$ cat config.mk
export PLATFORM = sky130hd
export DESIGN_NAME = fmpc_ctrl
export DESIGN_NICKNAME = d
export VERILOG_FILES = /design/src/core/fmpc_pkg.sv /design/src/core/fmpc_ctrl.sv /design/src/core/fmpc_map.sv
export SDC_FILE = /design/constraint.sdc
export NUM_CORES = 1
export LEC_CHECK = 0
export BUFFER_PORTS_ARGS = -buffer_cell sky130_fd_sc_hd__buf_2
export CORE_ASPECT_RATIO = 0.5
export CORE_MARGIN = 3
export CORE_UTILIZATION = 45
export CTS_CLUSTER_DIAMETER = 40
export CTS_CLUSTER_SIZE = 30
export DETAILED_ROUTE_END_ITERATION = 16
export MAX_ROUTING_LAYER = met4
export PLACE_DENSITY = 0.78
export RECOVER_POWER = 50
export SYNTH_ARGS = -nofsm -noshare
export SYNTH_HDL_FRONTEND = slang
export SYNTH_HIERARCHICAL = 1
export SYNTH_SLANG_ARGS = --single-unit
$ cat constraint.sdc
create_clock -name pclk -period 5.3 [get_ports pclk]
set_input_delay 0 -clock pclk [delete_from_list [all_inputs] [get_ports pclk]]
set_output_delay 0 -clock pclk [all_outputs]
set_load 0.01 [all_outputs]
$ cat src/core/fmpc_pkg.sv
// constants, types and register map of the flash map and protect controller
// assumes a 16-bit core address space and an APB slave with 32-bit data
package fmpc_pkg;

  // ************************************************************
  // register indices (byte address is four times the index)
  // ************************************************************
  localparam logic [11:0] IDX_CTRL1  = 12'hFD0; // flash_control_first
  localparam logic [11:0] IDX_COMMIT = 12'hFD1; // flash_commit_reg / shadow view
  localparam logic [11:0] IDX_STBY   = 12'hFD2; // flash_standby_reg
  localparam logic [11:0] IDX_PGATE  = 12'hFD3; // port_input_gate
  localparam logic [11:0] IDX_SYS3   = 12'hFD4; // system_control_third
  localparam logic [11:0] IDX_SYS4   = 12'hFD5; // system_commit_reg

  localparam logic [15:0] ADDR_CTRL1  = {2'b00, IDX_CTRL1, 2'b00};
  localparam logic [15:0] ADDR_COMMIT = {2'b00, IDX_COMMIT, 2'b00};
  localparam logic [15:0] ADDR_STBY   = {2'b00, IDX_STBY, 2'b00};
  localparam logic [15:0] ADDR_PGATE  = {2'b00, IDX_PGATE, 2'b00};
  localparam logic [15:0] ADDR_SYS3   = {2'b00, IDX_SYS3, 2'b00};
  localparam logic [15:0] ADDR_SYS4   = {2'b00, IDX_SYS4, 2'b00};

  // ************************************************************
  // fields, keys and reset values
  // ************************************************************
  localparam int          MODE_LSB     = 5;     // command enable code, 3 bits
  localparam int          BOOT_BIT     = 4;     // boot rom map
  localparam int          AREA_LSB     = 2;     // area window select, 2 bits
  localparam int          ROMSEL_LSB   = 0;     // rom select, 2 bits
  localparam int          MON_MODE_BIT = 5;     // shadow view: commands enabled
  localparam int          CLK_PIN_BIT  = 1;     // clock_pin_input_enable
  localparam int          OTH_PIN_BIT  = 0;     // other_pins_input_enable
  localparam int          RAM_MAP_BIT  = 0;     // ram_code_map
  localparam int          VEC_SEL_BIT  = 1;     // vector_location_select
  localparam logic [2:0]  MODE_ENABLE  = 3'h5;
  localparam logic [2:0]  MODE_DISABLE = 3'h2;
  localparam logic [7:0]  KEY_CR1      = 8'hD5;
  localparam logic [7:0]  KEY_SYS      = 8'hD4;
  localparam logic [7:0]  CTRL1_RST    = 8'h40;
  localparam logic [7:0]  PGATE_RO     = 8'hF0; // fixed upper bits of port_input_gate

  // ************************************************************
  // memory map
  // ************************************************************
  localparam logic [15:0] FLASH_LO     = 16'h1000;
  localparam logic [15:0] BOOT_LO      = 16'h1000;
  localparam logic [15:0] BOOT_HI      = 16'h17FF;
  localparam logic [15:0] BOOT_SER_HI  = 16'h1FFF;
  localparam logic [15:0] WIN_LO       = 16'h9000;
  localparam logic [15:0] WIN_OFS      = 16'h8000;
  localparam logic [15:0] RAM_CODE_LO  = 16'h0040;
  localparam logic [15:0] RAM_CODE_HI  = 16'h0FFF;

  // ************************************************************
  // types
  // ************************************************************
  typedef enum logic [1:0] {ACC_FETCH, ACC_READ, ACC_WRITE} fmpc_kind_e;
  typedef enum logic [1:0] {TGT_NONE, TGT_FLASH, TGT_BOOT, TGT_RAM} fmpc_tgt_e;

  typedef struct packed {
    logic        valid;
    fmpc_kind_e  kind;
    logic [15:0] addr;
  } fmpc_acc_s;

  typedef struct packed {
    logic        valid;
    fmpc_tgt_e   tgt;
    logic [15:0] phys;
  } fmpc_map_s;

  typedef struct packed {
    logic        valid;
    logic [15:0] addr;
    logic [7:0]  data;
  } fmpc_cmd_s;

endpackage : fmpc_pkg

$ cat src/core/fmpc_ctrl.sv
// flash map and protect controller: registers, commit logic, standby guard
// assumes an APB master on pclk, a core giving accesses on the same clock,
// and a serial programming mode strap arriving asynchronously on a pin
`timescale 1ns/1ns

// Notes on behaviour
// - flash access during standby resets the device
// - standby register always reads zero
// - clock pin input gated by its bit
// - other port inputs gated by their bit
// - port gate inert, reads zero outside serial
// - commands enabled by code 101 plus D5
// - disabled commands and toggles are dropped
// - command code resets to 010
// - disabling rejects new writes, no abort
// - window 01 folds data upper half down
// - window 10 shows code upper half
// - window 11 shows code lower part
// - window 00 restores standard mapping
// - code and data share flash cells
// - ram code map committed by D4
// - serial mode always maps ram
// - boot rom shown over flash when committed
// - serial mode boot rom fixed ranges
// - serial mode boot map forced one
// - first control double buffered, view shows shadow
// - standby bit written only from ram
// - interrupt via flash vector clears standby
module fmpc_ctrl
  import fmpc_pkg::*;
(
  input  wire logic        pclk,            // system clock
  input  wire logic        presetn,         // async reset, active low
  input  wire logic        psel,            // apb select
  input  wire logic        penable,         // apb enable
  input  wire logic        pwrite,          // apb direction
  input  wire logic [15:0] paddr,           // apb byte address
  input  wire logic [31:0] pwdata,          // apb write data
  output logic      [31:0] prdata,          // apb read data
  output logic             pready,          // apb ready
  output logic             pslverr,         // apb error, unmapped address
  input  wire logic        serial_mode_pin, // strap, asynchronous
  input  wire logic        exec_in_ram,     // current instruction runs from ram
  input  wire logic        irq_take,        // interrupt vector fetch begins
  input  wire fmpc_acc_s   core_acc,        // core memory access
  input  wire fmpc_cmd_s   cmd_in,          // command write toward flash
  input  wire logic        toggle_req,      // toggle status read toward flash
  output fmpc_map_s        mem_sel,         // resolved target of core_acc
  output fmpc_cmd_s        flash_cmd,       // command write passed to flash
  output logic             flash_toggle,    // toggle read passed to flash
  output logic             flash_cmd_en,    // committed command enable
  output logic             flash_standby,   // flash_standby_request
  output logic             standby_reset,   // flash standby reset pulse
  output logic             clock_pin_input_enable,  // serial clock pin gate
  output logic             other_pins_input_enable  // remaining port gate
);

  // ************************************************************
  // mode strap synchroniser
  // ************************************************************
  logic [2:0] mode_sync_q;
  logic       serial_q;

  // second and third stages must agree before a change counts
  always_ff @(posedge pclk or negedge presetn) begin
    if (!presetn) begin
      mode_sync_q <= 3'h0;
    end else begin
      mode_sync_q <= {mode_sync_q[1:0], serial_mode_pin};
    end
  end

  always_ff @(posedge pclk or negedge presetn) begin
    if (!presetn) begin
      serial_q <= 1'b0;
    end else if (mode_sync_q[1] == mode_sync_q[2]) begin
      serial_q <= mode_sync_q[2];
    end
  end

  // ************************************************************
  // apb decode, one wait state so read data comes from a flop
  // ************************************************************
  logic       ready_q;
  logic       access;
  logic       wr_done;
  logic [7:0] wbyte;
  logic       hit;

  assign access  = psel & penable;
  assign wr_done = access & ready_q & pwrite;
  assign wbyte   = pwdata[7:0];
  assign hit     = (paddr == ADDR_CTRL1) || (paddr == ADDR_COMMIT) ||
                   (paddr == ADDR_STBY) || (paddr == ADDR_PGATE) ||
                   (paddr == ADDR_SYS3) || (paddr == ADDR_SYS4);

  always_ff @(posedge pclk or negedge presetn) begin
    if (!presetn) begin
      ready_q <= 1'b0;
    end else begin
      ready_q <= access & ~ready_q;
    end
  end

  // ************************************************************
  // first control register and its shadow
  // ************************************************************
  logic [7:0] ctrl1_q;
  logic [7:0] shadow_q;
  logic       commit_cr1;

  assign commit_cr1 = wr_done && paddr == ADDR_COMMIT && wbyte == KEY_CR1;

  // written value only; has no effect until committed
  always_ff @(posedge pclk or negedge presetn) begin
    if (!presetn) begin
      ctrl1_q <= CTRL1_RST;
    end else if (wr_done && paddr == ADDR_CTRL1) begin
      ctrl1_q <= wbyte;
    end
  end

  // any other commit value is ignored, shadow holds
  always_ff @(posedge pclk or negedge presetn) begin
    if (!presetn) begin
      shadow_q <= CTRL1_RST;
    end else if (commit_cr1) begin
      shadow_q <= ctrl1_q;
    end
  end

  logic [1:0] area_act;
  logic       boot_act;
  logic       cmd_ok;

  assign area_act = shadow_q[AREA_LSB +: 2];
  assign boot_act = shadow_q[BOOT_BIT] | serial_q;
  assign cmd_ok   = shadow_q[MODE_LSB +: 3] == MODE_ENABLE;

  // ************************************************************
  // system control third and its commit
  // ************************************************************
  logic [7:0] sys3_q;
  logic       ram_map_q;
  logic       vec_ram_q;

  always_ff @(posedge pclk or negedge presetn) begin
    if (!presetn) begin
      sys3_q <= 8'h00;
    end else if (wr_done && paddr == ADDR_SYS3) begin
      sys3_q <= wbyte;
    end
  end

  always_ff @(posedge pclk or negedge presetn) begin
    if (!presetn) begin
      ram_map_q <= 1'b0;
      vec_ram_q <= 1'b0;
    end else if (wr_done && paddr == ADDR_SYS4 && wbyte == KEY_SYS) begin
      ram_map_q <= sys3_q[RAM_MAP_BIT];
      vec_ram_q <= sys3_q[VEC_SEL_BIT];
    end
  end

  // ************************************************************
  // port input gate
  // ************************************************************
  logic [1:0] pgate_q;

  // writes outside serial mode are dropped
  always_ff @(posedge pclk or negedge presetn) begin
    if (!presetn) begin
      pgate_q <= 2'h0;
    end else if (wr_done && paddr == ADDR_PGATE && serial_q) begin
      pgate_q <= wbyte[1:0];
    end
  end

  // after reset in serial mode inputs stay fixed until software opens them
  always_ff @(posedge pclk or negedge presetn) begin
    if (!presetn) begin
      clock_pin_input_enable  <= 1'b1;
      other_pins_input_enable <= 1'b1;
    end else begin
      clock_pin_input_enable  <= ~serial_q | pgate_q[CLK_PIN_BIT];
      other_pins_input_enable <= ~serial_q | pgate_q[OTH_PIN_BIT];
    end
  end

  // ************************************************************
  // flash standby request
  // ************************************************************
  logic stby_wr;

  assign stby_wr = wr_done && paddr == ADDR_STBY && exec_in_ram;

  // vector fetch through flash must find the array awake, so clear wins
  always_ff @(posedge pclk or negedge presetn) begin
    if (!presetn) begin
      flash_standby <= 1'b0;
    end else if (irq_take && !vec_ram_q) begin
      flash_standby <= 1'b0;
    end else if (stby_wr) begin
      flash_standby <= wbyte[0];
    end
  end

  // ************************************************************
  // address mapping
  // ************************************************************
  fmpc_map_s map_res;

  fmpc_map u_map (
    .acc       (core_acc),
    .serial    (serial_q),
    .boot_show (boot_act),
    .area      (area_act),
    .ram_map   (ram_map_q | serial_q),
    .res       (map_res)
  );

  always_ff @(posedge pclk or negedge presetn) begin
    if (!presetn) begin
      mem_sel <= '0;
    end else begin
      mem_sel <= map_res;
    end
  end

  // a flash access while asleep; the interrupt clear above lands first
  always_ff @(posedge pclk or negedge presetn) begin
    if (!presetn) begin
      standby_reset <= 1'b0;
    end else begin
      standby_reset <= flash_standby && map_res.valid &&
                       map_res.tgt == TGT_FLASH && !(irq_take && !vec_ram_q);
    end
  end

  // ************************************************************
  // command gating
  // ************************************************************
  // only new writes are blocked; a sequence already inside the array runs on
  always_ff @(posedge pclk or negedge presetn) begin
    if (!presetn) begin
      flash_cmd    <= '0;
      flash_toggle <= 1'b0;
      flash_cmd_en <= 1'b0;
    end else begin
      flash_cmd       <= cmd_in;
      flash_cmd.valid <= cmd_in.valid & cmd_ok;
      flash_toggle    <= toggle_req & cmd_ok;
      flash_cmd_en    <= cmd_ok;
    end
  end

  // ************************************************************
  // apb answer
  // ************************************************************
  logic [7:0] rbyte;
  logic [7:0] ctrl1_rd;
  logic [7:0] mon_rd;

  always_comb begin
    ctrl1_rd           = ctrl1_q;
    ctrl1_rd[BOOT_BIT] = ctrl1_q[BOOT_BIT] | serial_q;
    mon_rd                           = 8'h00;
    mon_rd[MON_MODE_BIT]             = cmd_ok;
    mon_rd[BOOT_BIT]                 = boot_act;
    mon_rd[AREA_LSB +: 2]            = area_act;
    mon_rd[ROMSEL_LSB +: 2]          = shadow_q[ROMSEL_LSB +: 2];
  end

  always_comb begin
    case (paddr)
      ADDR_CTRL1:  rbyte = ctrl1_rd;
      ADDR_COMMIT: rbyte = mon_rd;
      ADDR_STBY:   rbyte = 8'h00;
      ADDR_PGATE:  rbyte = serial_q ? (PGATE_RO | {6'h00, pgate_q}) : 8'h00;
      ADDR_SYS3:   rbyte = sys3_q;
      default:     rbyte = 8'h00;
    endcase
  end

  // data and error are captured in the wait cycle and stand with pready
  always_ff @(posedge pclk or negedge presetn) begin
    if (!presetn) begin
      prdata  <= 32'h00000000;
      pready  <= 1'b0;
      pslverr <= 1'b0;
    end else begin
      pready  <= access & ~ready_q;
      pslverr <= access & ~ready_q & ~hit;
      if (access && !ready_q && !pwrite) begin
        prdata <= {24'h000000, rbyte};
      end
    end
  end

endmodule : fmpc_ctrl

$ cat src/core/fmpc_map.sv
// address resolver: logical code/data address to target and flash cell
// assumes committed map settings; purely combinational, caller registers
`timescale 1ns/1ns
module fmpc_map
  import fmpc_pkg::*;
(
  input  wire fmpc_acc_s acc,        // core access
  input  wire logic      serial,     // serial programming mode
  input  wire logic      boot_show,  // committed boot rom map
  input  wire logic [1:0] area,      // committed area window select
  input  wire logic      ram_map,    // active ram code map
  output fmpc_map_s      res         // resolved target
);

  // ************************************************************
  // resolve
  // ************************************************************
  logic [15:0] boot_code_hi;
  assign boot_code_hi = serial ? BOOT_SER_HI : BOOT_HI;

  // code and data share one flash cell per address at 0x1000 and up, except data at 0x9000 and up while area[0] is set
  always_comb begin
    res       = '0;
    res.valid = acc.valid;
    res.tgt   = TGT_NONE;
    res.phys  = acc.addr;
    if (acc.kind == ACC_FETCH) begin
      if (ram_map && acc.addr >= RAM_CODE_LO && acc.addr <= RAM_CODE_HI) begin
        res.tgt = TGT_RAM;
      end else if (boot_show && acc.addr >= BOOT_LO && acc.addr <= boot_code_hi) begin
        res.tgt = TGT_BOOT;
      end else if (acc.addr >= FLASH_LO) begin
        res.tgt = TGT_FLASH;
      end
    end else begin
      if (boot_show && acc.addr >= BOOT_LO && acc.addr <= BOOT_HI) begin
        res.tgt = TGT_BOOT;
      end else if (acc.addr >= FLASH_LO) begin
        res.tgt = TGT_FLASH;
        // 01 and 11 fold the upper window down by 0x8000; 10 and 00 are
        // identity because code and data upper halves are mirrors
        if (area[0] && acc.addr >= WIN_LO) begin
          res.phys = acc.addr - WIN_OFS;
        end else begin
          res.phys = acc.addr;
        end
      end
    end
  end

endmodule : fmpc_map

Word level (Yosys, flattened, before mapping)
Cells that the tools add are included.

storage, ports and cells
  flip-flop bits (word level) = 92

operators by class
  bitwise logic cells = 15
  muxes and demuxes = 14
  add/sub/neg operators = 1
  order comparisons = 6
  eq/ne operators = 11
  reduce and logical (&&, ||, !) cells = 33

operator list
  operator                  count
  $eq A16 B14 Y1 const B    6
  $mux W16                  3
  $pmux W8 S4               1
  $logic_and A1 B1 Y1       22
  $mux W17                  1
  $eq A8 B8 Y1 const B      2
  $ge A16 B13 Y1 const B    1
  $ge A16 B16 Y1 const B    1
  $ge A16 B7 Y1 const B     1
  $le A16 B12 Y1 const B    1
  $le A16 B13 Y1 const B    1
  $le A16 B16 Y1            1
  $sub A16 B16 Y16 const B  1
  $mux W12                  1
  $mux W2                   4
  $mux W8                   1
  $and A1 B1 Y1             7
  $logic_or A1 B1 Y1        5
  $or A1 B1 Y1              5
  $logic_not A1 Y1          4
  $eq A3 B3 Y1 const B      1
  $mux W1                   3
  $not A1 Y1                3
  $eq A2 B1 Y1 const B      1
  3 further kinds           3

Logic depth before layout (Yosys ltp)
  word-level depth = 9
  depth in mapped cells = 8

Cells and area by module
The synthesis kept the hierarchy.

modules (own cells, without submodules)
  module     cells an instance  area an instance (µm²)  seq. area each (µm²)  times used
  fmpc_ctrl  238                3448.3                  2307.2                1
  fmpc_map   41                 279.0                   0.0                   1

Worst setup path after synthesis
Ideal clock, no wire load.

  kind = flip-flop to flip-flop
  start = register ready_q
  end = register shadow_q[0]
  arrival = 1.774 ns
  clock period less this slack = 1.899 ns
  cell stages (with the launch flop) = 7
  setup slack = 3.401 ns
  cell sequence = dfrtp_1 and4_1 clkbuf_1 and3_1 or3b_1 buf_6 mux2_4

between the ends
  longest elaborated chain between the ends = 4

ends and longest elaborated chain
  item                              RTL line          text
  start: declaration                fmpc_ctrl.sv:84   logic ready_q;
  start signal: assignment          fmpc_ctrl.sv:101  ready_q <= access & ~ready_q;
  $and A1 B1 Y1 (2 in a row)        fmpc_ctrl.sv:91   assign wr_done = access & ready_q & pwrite;
  $logic_and A1 B1 Y1 (2 in a row)  fmpc_ctrl.sv:112  assign commit_cr1 = wr_done && paddr == ADDR_COMMIT && wbyte == KEY_CR1;
  end signal: assignment            fmpc_ctrl.sv:128  shadow_q <= ctrl1_q;
  end: declaration                  fmpc_ctrl.sv:109  logic [7:0] shadow_q;

No other way between the ends.
A chain may end at the register's enable or synchronous reset.

==> results.ini <==
[status]
status = complete, but fails checks
violations = max-capacitance violations, max-slew violations

[logic_synthesis]
avgSynthCellArea_sq_um = 13.4
synth_commonest_cells = dfrtp_1 (88), buf_4 (41), mux2_1 (20)
synth_top_cell_area_share = 0.591
yosysMostFrequentCell = dfrtp_1
synthArstFlopShare = 1.00
yosys_warnings = 6
synth_area_sq_mm = 0.00373
synth.largest_area_cell = dfrtp_1
ys_types = 50
synth.area.top_cells = dfrtp_1 (59%), buf_4 (8.3%), mux2_1 (6.0%)
ys_seq_area_frac = 0.619
synthFlopType = dfrtp_1
synth.ff_latch_count = 92
syn_inst = 279
synth_edf_count = 0

[floorplan]
placementRows = 22
design.die.area_sq_mm = 0.00948
boundaryPins = 185
die_h_microns = 70.4
core_area_sq_mm = 0.00768
die_x_microns = 135
start_util = 0.485

[cells_and_area]
fillers = 594
fin_area_sq_mm = 0.00510
multiInputGateArea_sq_mm = 0.00115
drive_gt1_frac = 0.212
largest_reg_flops = 25
layout.nets = 564
reg_top3 = flash_cmd x25, mem_sel x19
area_growth_pct = 37.0
top_register = flash_cmd
seq_area_sq_mm = 0.00231

[sta]
period_share = 0.469
slew_headroom = -0.429
setup_slack_ps = 2820
fin_skew_ps = 5.67
setup_violations = 0
worstMarginPinSlew_ps = 2140
final-hold-violation-count = 0
fmax_mhz = 403
fin_setup_tns_ps = 0
fin_crit_ps = 2480
maxSlewViolCount = 93
rsz0062_at_grt = false

[cts]
htree_levels = 3
numCtsBuffers = 9
clk_pin_slew_ps = 60
cts-root-buf = clkbuf_16
cts.sinks = 92
cts_tree = done
clock_path_buffers = 2
clk_latency_ps = 340

[worst_hold_path]
hold_depth = 3
holdCritPathClass = in -> reg

[placed_design]
port_buffers = 136
post-place-ws_ps = 3210
dpl.hpwl_microns = 5880
place_congestion = 0.927
postPlaceCellArea_sq_mm = 0.00430

[drt]
ant_nets = 0
wl_per_cell_microns = 15.5
wl_microns = 8910
detail_route.first_pass.iterations = 4
via_per_inst = 4.81
dr_total_vias = 2768
drc = 0
drtIter0Drc = 137

[worst_setup_path]
path_class = reg -> reg
cp_max_fo = 8
cp.arrival_ps = 2760
cp-end-kind = flop
crit_path_start_kind = flop
r2r.worst_path.cells = 7
required_ps = 5570

[grt]
grtUsageTotal = 0.197
grt_pass1_wl_microns = 14100
grt_pass1_vias = 2855
grt_antenna_before_repair = 0
globalRouteOverflowTotal = 0
grt_max_degree = 93

[pwr]
sw_frac_of_total = 0.215
switching_power_mw = 0.329
seqPwrFrac = 0.478
intPower_mw = 1.20
powerDensity_mw_per_mm2 = 300
power_leakage_nw = 2.40
p_clk_frac = 0.434
ir_drop_mv = 0.150
combPwrFrac = 0.088

[flow_run]
drv_cap = 1

==> layer usage <==
metal	global-route usage	wire length (microns)
met1	0.208	3360
met2	0.346	4760
met3	0.0518	542
met4	0.0959	257
met5	-	0
==> per-stage QoR <==
step | power [mW] | hold slack (ps) | cells | utilization
floorplan | 0.801 | -296 | 302 | -
global placement | 0.849 | 108 | 501 | 0.560
detailed placement | 0.853 | 109 | 501 | 0.560
CTS | 1.55 | 15.9 | 575 | 0.678
global route | 1.59 | 32.6 | 575 | 0.664
finish | 1.53 | 44.2 | 576 | 0.665
==> cell families (layout without fill, tap and decap cells) <==
family	Yosys count	count (layout)	share of synthesized area
other	1	25	0.00101
adder cells (fa/ha/maj)	2	2	0.00604
AO/OA/AOI/OAI	36	36	0.0638
AND/OR/NAND/NOR	66	66	0.114
flip-flops	92	92	0.619
buffers and inverters	51	216	0.0950
multiplexers	31	31	0.101
==> path summary, 6_finish.rpt <==
kind	startpoint	endpoint	slack [ps]
min in group asynchronous	presetn	sys3_q[6]$_DFFE_PN0P_	810
max	serial_q$_DFFE_PN0N_	mem_sel[17]$_DFF_PN0_	2820
max reg2reg	serial_q$_DFFE_PN0N_	mem_sel[17]$_DFF_PN0_	2820
min reg2reg	mode_sync_q[0]$_DFF_PN0_	mode_sync_q[1]$_DFF_PN0_	350
max in group asynchronous	presetn	mem_sel[5]$_DFF_PN0_	3210
min	paddr[4]	pslverr$_DFF_PN0_	40
==> power groups by stage <==
stage	Clock (mW)	Sequential (mW)	Combinational (mW)
4_1_cts	0.678	0.732	0.141
3_3_place_gp	0	0.743	0.106
3_5_place_dp	0	0.744	0.109
5_1_grt	0.711	0.734	0.150
6_report	0.664	0.732	0.135
2_1_floorplan	0	0.754	0.0465
==> final cells by class <==
class / count / share of cell area
well taps: 108 / 0.0265
inverters: 6 / 0.00441
repair buffers: 194 / 0.229
multi-input cells: 159 / 0.225
diodes: 1 / 0.000490
clock buffers: 13 / 0.0549
clock inverters: 3 / 0.00833
flip-flops and latches: 92 / 0.452
==> critical path: stages (launching register included) <==
cell,delay [ps]
dfrtp_1,550
inv_1,80
ha_1,280
nand4_1,80
o311ai_0,490
a21oi_1,130
o32ai_1,190
dlygate4sd3_1,610
==> repair_timing <==
| item | in CTS | in global routing |
|---|---|---|
| setup buffers | 0 | 0 |
| endpoints found under the hold margin | 155 | 0 |
| gates resized for setup | 0 | 0 |
| hold buffers | 58 | 0 |
| endpoints found under the setup margin | 0 | 0 |
==> cells in the final DEF, fill, tap and decap left out, types with 4 or more instances in the layout <==
master / count
a22oi_1: 10
dfrtp_1: 88
clkbuf_1: 75
mux2_4: 8
a21oi_1: 8
mux2_1: 20
nand4_1: 4
nand2_1: 11
inv_1: 5
buf_2: 59
nor2_1: 10
nor3_1: 8
o21ai_1: 8
clkbuf_8: 4
conb_1: 24
clkbuf_16: 9
dlygate4sd3_1: 58
(Power assumes the default switching activity.)
